--- src/verilog/pmi_pkg.sv ---
// Package of constants for the power monitor I2C target and flag latch
package pmi_pkg;
  // Address prefix and strap decode codes
  localparam logic [4:0] PMI_ADDR_PREFIX = 5'h0B;
  localparam logic [1:0] PMI_STRAP_GND = 2'h0;
  localparam logic [1:0] PMI_STRAP_RES = 2'h1;
  localparam logic [1:0] PMI_STRAP_FLOAT = 2'h2;
  localparam logic [1:0] PMI_STRAP_HIGH = 2'h3;
  // Command byte layout
  localparam int PMI_CMD_EXT_BIT = 7;
  localparam logic [1:0] PMI_EXT_FLAG_EN = 2'h1;
  localparam logic [1:0] PMI_EXT_THRESH = 2'h2;
  localparam logic [1:0] PMI_EXT_CONTROL = 2'h3;
  localparam int PMI_CMD_V_CONT = 0;
  localparam int PMI_CMD_V_ONCE = 1;
  localparam int PMI_CMD_I_CONT = 2;
  localparam int PMI_CMD_I_ONCE = 3;
  // Flag source enable bit: 1 selects the digital threshold compare
  localparam int PMI_FLAG_SRC_DIGITAL = 0;
  // Reset values
  localparam logic [7:0] PMI_CMD_RESET = 8'h00;
  localparam logic [7:0] PMI_FLAG_EN_RESET = 8'h00;
  localparam logic [7:0] PMI_THRESH_RESET = 8'hFF;
  localparam logic [7:0] PMI_CONTROL_RESET = 8'h00;
  // Bit counter values
  localparam logic [3:0] PMI_BIT_ACK = 4'h8;
  localparam logic [3:0] PMI_BIT_LAST = 4'h7;
  // Read frame length in bytes
  localparam logic [1:0] PMI_RD_BYTES = 2'h3;
  // Bus states
  typedef enum logic [2:0] {
    PMI_IDLE = 3'h0,
    PMI_ADDR = 3'h1,
    PMI_AACK = 3'h3,
    PMI_WDAT = 3'h2,
    PMI_WACK = 3'h6,
    PMI_RDAT = 3'h7,
    PMI_RACK = 3'h5
  } pmi_state_e;
endpackage

--- src/verilog/pmi_top.sv ---
// I2C target front end and flag control of the power monitor
`timescale 1ns/1ps
module pmi_top (
  // Clock, reset, enable
  input wire logic ref_clk_i,
  input wire logic reset_i,
  input wire logic supply_low_lockout_i,
  input wire logic clk_en_i,
  // I2C pins
  input wire logic scl_i,
  input wire logic sda_i,
  output logic sda_o,
  output logic sda_oe_n_o,
  // Address strap, already decoded to two bits
  input wire logic [1:0] addr_strap_i,
  // Converter interface
  output logic conv_start_o,
  output logic conv_sel_current_o,
  input wire logic conv_done_i,
  input wire logic [11:0] conv_data_i,
  // Overcurrent inputs
  input wire logic threshold_voltage_input_trip_i,
  input wire logic mask_expired_i,
  input wire logic latch_clear_n_i,
  // Flag pin, open drain
  output logic flag_o,
  output logic flag_oe_n_o,
  // Configuration view
  output logic [7:0] command_o,
  output logic [7:0] flag_threshold_reg_o,
  output logic [7:0] control_o
);
  import pmi_pkg::*;

  ////////////////////////////////////////////////////////////////////////
  // Reset combines the pin reset and the supply lockout
  logic rst;
  assign rst = reset_i | supply_low_lockout_i;

  // Pin synchronisers; stage one read only by stage two
  logic [1:0] s1_reg;
  logic [1:0] s2_reg;
  logic [1:0] s3_reg;
  logic scl_s;
  logic sda_s;
  logic scl_p;
  logic sda_p;
  logic mx1_reg;
  logic mx2_reg;
  logic cl1_reg;
  logic cl2_reg;
  logic tr1_reg; // Comparator trip, first stage
  logic tr2_reg; // Comparator trip, safe to use
  always_ff @(posedge ref_clk_i or posedge rst) begin
    if (rst) begin
      s1_reg <= 2'h3;
      s2_reg <= 2'h3;
      s3_reg <= 2'h3;
      mx1_reg <= 1'b0;
      mx2_reg <= 1'b0;
      cl1_reg <= 1'b1;
      cl2_reg <= 1'b1;
      tr1_reg <= 1'b0;
      tr2_reg <= 1'b0;
    end else if (clk_en_i) begin
      s1_reg <= {scl_i, sda_i};
      s2_reg <= s1_reg;
      s3_reg <= s2_reg;
      mx1_reg <= mask_expired_i;
      mx2_reg <= mx1_reg;
      cl1_reg <= latch_clear_n_i;
      cl2_reg <= cl1_reg;
      tr1_reg <= threshold_voltage_input_trip_i;
      tr2_reg <= tr1_reg;
    end
  end
  assign scl_s = s2_reg[1];
  assign sda_s = s2_reg[0];
  assign scl_p = s3_reg[1];
  assign sda_p = s3_reg[0];

  // Bus events from synchronised samples
  logic scl_rise;
  logic scl_fall;
  logic start_ev;
  logic stop_ev;
  assign scl_rise = scl_s & ~scl_p;
  assign scl_fall = ~scl_s & scl_p;
  assign start_ev = scl_s & scl_p & sda_p & ~sda_s;
  assign stop_ev = scl_s & scl_p & ~sda_p & sda_s;

  ////////////////////////////////////////////////////////////////////////
  // Own address: fixed prefix plus strap code, valid from reset
  logic [6:0] own_addr;
  assign own_addr = {PMI_ADDR_PREFIX, addr_strap_i};

  // Bus state
  pmi_state_e state_reg;
  pmi_state_e state_next;
  logic [3:0] bit_reg;
  logic [3:0] bit_next;
  logic [7:0] shift_reg;
  logic [7:0] shift_next;
  logic dir_reg;
  logic dir_next;
  logic first_reg;
  logic first_next;
  logic [1:0] ext_reg;
  logic [1:0] ext_next;
  logic [1:0] rd_idx_reg;
  logic [1:0] rd_idx_next;
  logic drive_reg;
  logic drive_next;
  logic out_bit_reg;
  logic out_bit_next;
  logic [7:0] cmd_reg;
  logic [7:0] cmd_next;
  logic [7:0] fen_reg;
  logic [7:0] fen_next;
  logic [7:0] th_reg;
  logic [7:0] th_next;
  logic [7:0] ctl_reg;
  logic [7:0] ctl_next;
  logic fen_wr;

  // Conversion state
  logic once_pend_reg;
  logic once_pend_next;
  logic start_reg;
  logic start_next;
  logic sel_i_reg;
  logic sel_i_next;
  logic [11:0] v_res_reg;
  logic [11:0] v_res_next;
  logic [11:0] i_res_reg;
  logic [11:0] i_res_next;

  // Read byte order: voltage high, current high, low nibbles packed
  function automatic logic [7:0] rd_byte(input logic [1:0] idx, input logic [11:0] v,
                                         input logic [11:0] i);
    logic [7:0] b;
    case (idx)
      2'h0: b = v[11:4];
      2'h1: b = i[11:4];
      default: b = {v[3:0], i[3:0]};
    endcase
    return b;
  endfunction

  ////////////////////////////////////////////////////////////////////////
  // Bus sequencing next values
  always_comb begin
    state_next = state_reg;
    bit_next = bit_reg;
    shift_next = shift_reg;
    dir_next = dir_reg;
    first_next = first_reg;
    ext_next = ext_reg;
    rd_idx_next = rd_idx_reg;
    drive_next = drive_reg;
    out_bit_next = out_bit_reg;
    cmd_next = cmd_reg;
    fen_next = fen_reg;
    th_next = th_reg;
    ctl_next = ctl_reg;
    once_pend_next = once_pend_reg;
    fen_wr = 1'b0;
    // Once commands self-clear at completion; placed first so a command
    // accepted in the same cycle overrides the clear
    if (conv_done_i && once_pend_reg) begin
      once_pend_next = 1'b0;
      cmd_next[PMI_CMD_V_ONCE] = 1'b0;
      cmd_next[PMI_CMD_I_ONCE] = 1'b0;
    end
    if (start_ev) begin
      // Start or repeated start restarts address shifting
      state_next = PMI_ADDR;
      bit_next = 4'h0;
      drive_next = 1'b0;
    end else if (stop_ev) begin
      state_next = PMI_IDLE;
      drive_next = 1'b0;
    end else begin
      case (state_reg)
        PMI_IDLE: begin
          drive_next = 1'b0;
        end
        PMI_ADDR, PMI_WDAT: begin
          if (scl_rise) begin
            shift_next = {shift_reg[6:0], sda_s};
            bit_next = bit_reg + 4'h1;
          end
          if (scl_fall && bit_reg == PMI_BIT_ACK) begin
            bit_next = 4'h0;
            if (state_reg == PMI_ADDR) begin
              if (shift_reg[7:1] == own_addr &&
                  !(shift_reg[0] && once_pend_reg)) begin
                state_next = PMI_AACK;
                dir_next = shift_reg[0];
                drive_next = 1'b1;
                out_bit_next = 1'b0;
                first_next = 1'b1;
                rd_idx_next = 2'h0;
              end else begin
                state_next = PMI_IDLE;
              end
            end else begin
              state_next = PMI_WACK;
              drive_next = 1'b1;
              out_bit_next = 1'b0;
              if (first_reg) begin
                // Command byte; extended writes wait for their data
                first_next = 1'b0;
                if (shift_reg[PMI_CMD_EXT_BIT]) begin
                  ext_next = shift_reg[1:0];
                end else begin
                  ext_next = 2'h0;
                  cmd_next = shift_reg;
                  if (shift_reg[PMI_CMD_V_ONCE] || shift_reg[PMI_CMD_I_ONCE]) begin
                    once_pend_next = 1'b1;
                  end
                end
              end else begin
                case (ext_reg)
                  PMI_EXT_FLAG_EN: begin
                    fen_next = shift_reg;
                    fen_wr = 1'b1;
                  end
                  PMI_EXT_THRESH: th_next = shift_reg;
                  PMI_EXT_CONTROL: ctl_next = shift_reg;
                  default: ;
                endcase
              end
            end
          end
        end
        PMI_AACK, PMI_WACK: begin
          // Hold ack through the ninth high phase, release on its fall
          if (scl_fall) begin
            if (dir_reg) begin
              state_next = PMI_RDAT;
              shift_next = rd_byte(rd_idx_reg, v_res_reg, i_res_reg);
              out_bit_next = shift_next[7];
              drive_next = 1'b1;
              bit_next = 4'h0;
            end else begin
              state_next = PMI_WDAT;
              drive_next = 1'b0;
            end
          end
        end
        PMI_RDAT: begin
          if (scl_fall) begin
            if (bit_reg == PMI_BIT_LAST) begin
              state_next = PMI_RACK;
              drive_next = 1'b0;
            end else begin
              bit_next = bit_reg + 4'h1;
              shift_next = {shift_reg[6:0], 1'b0};
              out_bit_next = shift_reg[6];
            end
          end
        end
        PMI_RACK: begin
          if (scl_rise) begin
            if (sda_s) begin
              state_next = PMI_IDLE;
            end else begin
              rd_idx_next = (rd_idx_reg == PMI_RD_BYTES - 2'h1) ? 2'h0 : rd_idx_reg + 2'h1;
              state_next = PMI_AACK;
              drive_next = 1'b0;
            end
          end
        end
        default: state_next = PMI_IDLE;
      endcase
    end
  end

  // Bus sequencing registers
  always_ff @(posedge ref_clk_i or posedge rst) begin
    if (rst) begin
      state_reg <= PMI_IDLE;
      bit_reg <= 4'h0;
      shift_reg <= 8'h00;
      dir_reg <= 1'b0;
      first_reg <= 1'b0;
      ext_reg <= 2'h0;
      rd_idx_reg <= 2'h0;
      drive_reg <= 1'b0;
      out_bit_reg <= 1'b1;
      cmd_reg <= PMI_CMD_RESET;
      fen_reg <= PMI_FLAG_EN_RESET;
      th_reg <= PMI_THRESH_RESET;
      ctl_reg <= PMI_CONTROL_RESET;
      once_pend_reg <= 1'b0;
    end else if (clk_en_i) begin
      state_reg <= state_next;
      bit_reg <= bit_next;
      shift_reg <= shift_next;
      dir_reg <= dir_next;
      first_reg <= first_next;
      ext_reg <= ext_next;
      rd_idx_reg <= rd_idx_next;
      drive_reg <= drive_next;
      out_bit_reg <= out_bit_next;
      cmd_reg <= cmd_next;
      fen_reg <= fen_next;
      th_reg <= th_next;
      ctl_reg <= ctl_next;
      once_pend_reg <= once_pend_next;
    end
  end

  ////////////////////////////////////////////////////////////////////////
  // Converter steering: alternate channels, start on request or continuous
  logic want_v;
  logic want_i;
  assign want_v = cmd_reg[PMI_CMD_V_CONT] | cmd_reg[PMI_CMD_V_ONCE];
  assign want_i = cmd_reg[PMI_CMD_I_CONT] | cmd_reg[PMI_CMD_I_ONCE];
  always_comb begin
    start_next = 1'b0;
    sel_i_next = sel_i_reg;
    v_res_next = v_res_reg;
    i_res_next = i_res_reg;
    if (conv_done_i) begin
      if (sel_i_reg) begin
        i_res_next = conv_data_i;
      end else begin
        v_res_next = conv_data_i;
      end
      sel_i_next = want_v && want_i ? ~sel_i_reg : want_i;
      start_next = (want_v || want_i) && !(once_pend_reg && !(want_v && want_i && !sel_i_reg));
    end else if (!start_reg && state_reg == PMI_WACK && first_reg == 1'b0 &&
                 bit_reg == 4'h0 && scl_fall && !ext_reg[0] && !ext_reg[1]) begin
      // New command just accepted: kick the converter
      start_next = want_v || want_i;
      sel_i_next = !want_v;
    end
  end

  // Converter registers
  always_ff @(posedge ref_clk_i or posedge rst) begin
    if (rst) begin
      start_reg <= 1'b0;
      sel_i_reg <= 1'b0;
      v_res_reg <= 12'h000;
      i_res_reg <= 12'h000;
    end else if (clk_en_i) begin
      start_reg <= start_next;
      sel_i_reg <= sel_i_next;
      v_res_reg <= v_res_next;
      i_res_reg <= i_res_next;
    end
  end

  ////////////////////////////////////////////////////////////////////////
  // Flag latch; digital trip compares current result upper byte
  logic flag;
  pmi_flag_latch u_flag (
    .ref_clk_i(ref_clk_i),
    .reset_i(rst),
    .clk_en_i(clk_en_i),
    .comp_trip_i(tr2_reg),
    .digital_trip_i(i_res_reg[11:4] > th_reg),
    .use_digital_i(fen_reg[PMI_FLAG_SRC_DIGITAL]),
    .mask_expired_i(mx2_reg),
    .latch_clear_n_i(cl2_reg),
    .flag_en_write_i(fen_wr),
    .flag_o(flag)
  );

  // Outputs
  assign sda_o = 1'b0;
  assign sda_oe_n_o = ~(drive_reg & ~out_bit_reg);
  assign flag_o = 1'b0;
  assign flag_oe_n_o = flag;
  assign conv_start_o = start_reg;
  assign conv_sel_current_o = sel_i_reg;
  assign command_o = cmd_reg;
  assign flag_threshold_reg_o = th_reg;
  assign control_o = ctl_reg;
endmodule

--- src/verilog/pmi_flag_latch.sv ---
// Overcurrent flag latch with mask-timer qualification and clear pin
`timescale 1ns/1ps
module pmi_flag_latch (
  // Clock and reset
  input wire logic ref_clk_i,
  input wire logic reset_i,
  input wire logic clk_en_i,
  // Trip sources
  input wire logic comp_trip_i,
  input wire logic digital_trip_i,
  input wire logic use_digital_i,
  input wire logic mask_expired_i,
  // Clears
  input wire logic latch_clear_n_i,
  input wire logic flag_en_write_i,
  // Flag
  output logic flag_o
);
  import pmi_pkg::*;

  logic flag_reg;
  logic flag_next;
  logic trip;

  ////////////////////////////////////////////////////////////////////////
  // Next flag value; the clear pin dominates so a held-low pin keeps it off
  // A qualified trip beats a coincident enable write, so no event is lost
  always_comb begin
    trip = use_digital_i ? digital_trip_i : comp_trip_i;
    flag_next = flag_reg;
    if (!latch_clear_n_i) begin
      flag_next = 1'b0;
    end else if (trip && mask_expired_i) begin
      flag_next = 1'b1;
    end else if (flag_en_write_i) begin
      flag_next = 1'b0;
    end
  end

  // Flag register
  always_ff @(posedge ref_clk_i or posedge reset_i) begin
    if (reset_i) begin
      flag_reg <= 1'b0;
    end else if (clk_en_i) begin
      flag_reg <= flag_next;
    end
  end

  assign flag_o = flag_reg;
endmodule

--- config.mk ---
export PLATFORM = sky130hd
export DESIGN_NAME = pmi_top
export DESIGN_NICKNAME = d
export VERILOG_FILES = /design/src/verilog/pmi_pkg.sv /design/src/verilog/pmi_top.sv /design/src/verilog/pmi_flag_latch.sv
export SDC_FILE = /design/constraint.sdc
export NUM_CORES = 1
export LEC_CHECK = 0
export ABC_AREA = 1
export BUFFER_PORTS_ARGS = -buffer_cell sky130_fd_sc_hd__buf_2
export CAP_MARGIN = 40
export CORE_MARGIN = 3
export CORE_UTILIZATION = 59
export CTS_CLUSTER_SIZE = 8
export DETAILED_ROUTE_END_ITERATION = 10
export GPL_ROUTABILITY_DRIVEN = 0
export GPL_TIMING_DRIVEN = 0
export PLACE_DENSITY = 0.8
export SLEW_MARGIN = 20
export SYNTH_ARGS = -nofsm -noshare
export SYNTH_HDL_FRONTEND = slang
export SYNTH_HIERARCHICAL = 1
export SYNTH_SLANG_ARGS = --single-unit
--- constraint.sdc ---
create_clock -name ref_clk_i -period 6.75 [get_ports ref_clk_i]
set_input_delay 1.0125 -clock ref_clk_i [delete_from_list [all_inputs] [get_ports ref_clk_i]]
set_output_delay 1.0125 -clock ref_clk_i [all_outputs]
set_load 0.005 [all_outputs]
# After elaboration in Yosys (flattened, before gate mapping)
# Index checks and enable logic that the tools add are counted.
[totals] out_inout_bits=30 input_bits=24 ramBits=0 ff_bits=87 latchBits=0 memories=0 wordCells=239 mem_bits_ro=0
[op_classes] n_div=0 addsub=2 shifts=0 order_cmp=1 bitwise=23 reduce_logical=52 mux=91 n_mul=0 eq_ne=41
[ops] cell="2-to-1 mux 4 bit" n=15
[ops] cell="2-to-1 mux 1 bit" n=46
[ops] cell="2-to-1 mux 8 bit" n=5
[ops] cell="AND reduction 8 bit" n=5
[ops] cell="inequality test 4 bit (second input constant)" n=7
[ops] cell="2-to-1 mux 3 bit" n=9
[ops] cell="AND reduction 9 bit" n=3
[ops] cell="one-hot mux 8 bit (3 select lines)" n=1
[ops] cell="inequality test 2 bit (second input constant)" n=11
[ops] cell="AND reduction 7 bit" n=3
[ops] cell="2-to-1 mux 2 bit" n=9
[ops] cell="inequality test 3 bit (second input constant)" n=6
[ops] cell="one-hot mux 8 bit (2 select lines)" n=1
[ops] cell="logical AND 1 bit" n=15
[ops] cell="one-hot mux 3 bit (5 select lines)" n=1
[ops] cell="NOT 1 bit" n=12
[ops] cell="one-hot mux 4 bit (3 select lines)" n=1
[ops] cell="AND reduction 10 bit" n=1
[ops] cell="equality test 3 bit (second input constant)" n=3
[ops] cell="bitwise AND 1 bit" n=8
[ops] cell="> comparator 8 bit" n=1
[ops] cell="zero test 1 bit" n=8
[ops] cell="equality test 7 x 6 -> 1 bit" n=1
[ops] cell="nonzero test 7 bit" n=1
[ops] cell="other kinds (26)" n=37

# Depth between registers and ports, before layout
[logic_depth] ltp_word=11 depth_mapped=13 depth_no_buf=13

# Modules after synthesis
# The synthesis kept the hierarchy.
[by_module_without_submodules] module="pmi_top" area_each_um2=4630.7 instances=1 seq_area_each_um2=2173.3 cells_each=588
[by_module_without_submodules] module="pmi_flag_latch" area_each_um2=77.6 instances=1 seq_area_each_um2=25.0 cells_each=15

# Least setup slack after synthesis
# No wires, ideal clock.
[synth_path] kind="input port to flip-flop" from="in clk_en_i" to="reg out_bit_reg" setup_slack_ns=4.858 path_stages=8 t_arrival_ns=1.816 setup_ns=0.076 path_buffers=1 t_required_ns=6.674 path_cell_list="inv_1 nor3_2 nand2_1 nor2_1 buf_2 nand2_1 nand2_1 nand2_1"
[synth_between] elab_chain_len=1
[synth_rtl] item="start, declared" line="pmi_top.sv:8" rtl="input wire logic clk_en_i,"
[synth_rtl] item="AND reduction 10 bit (no line)"
[synth_rtl] item="end signal, assigned" line="pmi_top.sv:306" rtl="out_bit_reg <= out_bit_next;"
[synth_rtl] item="end, declared" line="pmi_top.sv:114" rtl="logic out_bit_reg;"
# No other way between the ends.
# A chain may end at the register's enable or synchronous reset.

# Worst setup path in the final report
[layout_path] from="in clk_en_i" to="reg shift_reg[7]"
[layout_between] elab_chain_len=1
[layout_rtl] item="AND reduction 9 bit (no line)"
[layout_rtl] item="end signal, assigned" line="pmi_top.sv:300" rtl="shift_reg <= shift_next;"
[layout_rtl] item="end, declared" line="pmi_top.sv:102" rtl="logic [7:0] shift_reg;"
# No other way between the ends.

==> results.ini <==
[run_status]
status=complete, no violations

[timing]
rsz0062_at_grt=false
final-max-slew-violation-count=0
slew_headroom=0.5961
fin_ws_ns=4.630
fin_crit_sh=0.3141
hold_violations=0
period_minus_slack_ns=2.120
fmaxAchievable_mhz=471.6
setup_violations=0
tightest_slew_ns=0.6044
fin_skew_ns=0.009791

[synthesis]
synthesis.area_um2=4708
postSynthAreaPerCell_um2=7.808
seq_area_frac_synth=0.4669
synth.yosys.warnings=6
postSynthCellCount=603
ys_types=34
synth-seq-cells=87

[final_layout]
drive_gt1_frac=0.1973
area_delta_synth_final_pct=15.04
antenna_cells=0
nets=703
nFillCells=596
final_core_util=0.7236

[clock_tree]
cts_resized=0
cts_hold_buf=0
cts_root_buf=clkbuf_8
path_clk_slew_ns=0.08
cts_setup_buffers=0
cts_max_level=3
clk_latency_ns=0.37
numClockSinks=87
clockBufferDepth=2
cts_tree=yes
numCtsBuffers=9

[die]
std_cell_rows=31
die_area_um2=9088
dieHeight_um=95.33
core_um2=7486
initial_core_util=0.6289
chipWidth_um=95.33
io_pins=54

[global_routing]
antenna_found_initial=0
grt_usage=0.2636
overflow=0
grt_pass1_vias=3966
grt_max_degree=29
grt_pass1_wl_um=18530

[min_path]
min_path_type=register to register

[critical_path]
crit_required_ns=7.00
critPathBufInv=2
path_max_fanout=8
worst_path_max_delay_cell=nor3_2
critPathTopFamily=simple AND/OR/NAND/NOR gates
cpPeakStageDelay_ns=0.39
startpoint_type=input port
crit_type=input port to register
critPathArrivalTime_ns=2.37
worstPathCellList=buf_2 > inv_1 > nor3_2 > nand2_1 > nor2_1 > nand2_1 > nand2_1 > nand2_1
crit_path_frequent_cell=nand2_1
crit_path_end_kind=register

[placed_design]
pre_cts_slack_ns=4.336
numPortBuffers=50
dpl.hpwl_um=8476

[routing]
drtIter0Drc=318
via_count=4236
post_drt_wl_per_cell_um=14.44
drc=0
first_pass_iters=6
ant_nets=0
viasPerCell=5.480
drt-total-wl_um=11160

[power]
max-vdd-ir-drop_mv=0.1719
powerDensity_nw_per_um2=239.6
p_leak_nw=2.723

[job]
maxCapViolCount=0

-- synth_stat cells, drive strengths merged --
| master | instances | area (um2) |
|---|---|---|
| a41oi | 6 | 52.55 |
| conb | 1 | 3.750 |
| a21oi | 12 | 60.06 |
| nor2 | 36 | 162.7 |
| clkbuf | 8 | 30.03 |
| o211ai | 2 | 15.01 |
| o22ai | 1 | 6.260 |
| nand4 | 7 | 73.82 |
| or2 | 1 | 6.260 |
| inv | 78 | 292.8 |
| nand3 | 46 | 270.3 |
| ha | 10 | 125.1 |
| a211oi | 1 | 7.510 |
| nor3 | 12 | 92.59 |
| o2111ai | 1 | 8.760 |
| nand2 | 207 | 799.5 |
| o21ai | 77 | 419.2 |
| buf | 10 | 83.82 |
| dfstp | 17 | 446.7 |
| dfrtp | 70 | 1752 |
-- cell type report --
cell class	instances	area, um2	share of cell area
plain buffers	18	113.9	0.02102
multi-input cells	422	2118	0.3911
clock buffers	10	127.6	0.02356
flip-flops and latches	87	2198	0.4059
repair buffers	53	325.3	0.06006
well taps	99	123.9	0.02287
inverters	78	292.8	0.05405
clock inverters	6	116.4	0.02148
-- report_power, final --
part	internal (W)	switching (W)	total (W)
sequential	0.000579	0.0000523	0.000631
combinational	0.0000843	0.000139	0.000224
clock	0.000249	0.000194	0.000443
total	0.000913	0.000385	0.00130
-- metrics by stage --
step                      std cells  hold WS (ns)  cell area [um2]  total power [W]  setup TNS [ns]
after floorplan                 605        0.4419             4716        0.0007869               0
final                           773        0.4721             5416         0.001298               0
after CTS                       773        0.4696             5416         0.001300               0
after detailed placement        757        0.4519             5172        0.0008620               0
after global placement          754        0.4521             5090        0.0008439          -84.61
after global routing            773        0.4943             5416         0.001367               0
-- cell families after synthesis --
group / synth area share
AND/OR/NAND/NOR: 0.2984
AO/OA/AOI/OAI: 0.1209
buffers and inverters: 0.08637
flip-flops: 0.4669
adder cells (fa/ha/maj): 0.02657
other: 0.0007965
-- worst register-to-register path: cells and delay by family (launching register included) --
kind,cells,cell delay (ns)
simple gates,6,0.80
flops,1,0.44
buf+inv,4,0.44
fa+ha+maj,1,0.14
compound gates,1,0.07
-- worst paths after layout --
kind,slack [ns],end,cells after the start,startpoint
max reg2reg,4.76,command_o[0]$_DFFE_PP0P_,12,bit_reg[0]$_DFFE_PP0P_
max in group asynchronous,5.16,s1_reg[0]$_DFFE_PP1P_,4,supply_low_lockout_i
min,0.47,s1_reg[1]$_DFFE_PP1P_,2,s1_reg[1]$_DFFE_PP1P_
min in group asynchronous,0.75,v_res_reg[3]$_DFFE_PP0P_,2,reset_i
max,4.63,shift_reg[7]$_DFFE_PP0P_,8,clk_en_i
min reg2reg,0.47,s1_reg[1]$_DFFE_PP1P_,2,s1_reg[1]$_DFFE_PP1P_
-- cells in the final DEF (no fill, tap or decap), types with 12 or more instances in the layout --
cell type,count
a21oi_1,12
nand3_1,41
buf_2,51
inv_1,72
nand2_1,202
nor2_1,30
o21ai_1,19
dfrtp_1,70
o21ai_0,49
dfstp_2,17
-- metal layers --
layer  GRT usage  wire length [um]  share of wire
met2      0.4402              5366           0.48
met3     0.06551               749          0.067
met4     0.08774               306          0.027
met5           0                 0              0
met1      0.3352              4740           0.42
(Power assumes the default switching activity.)
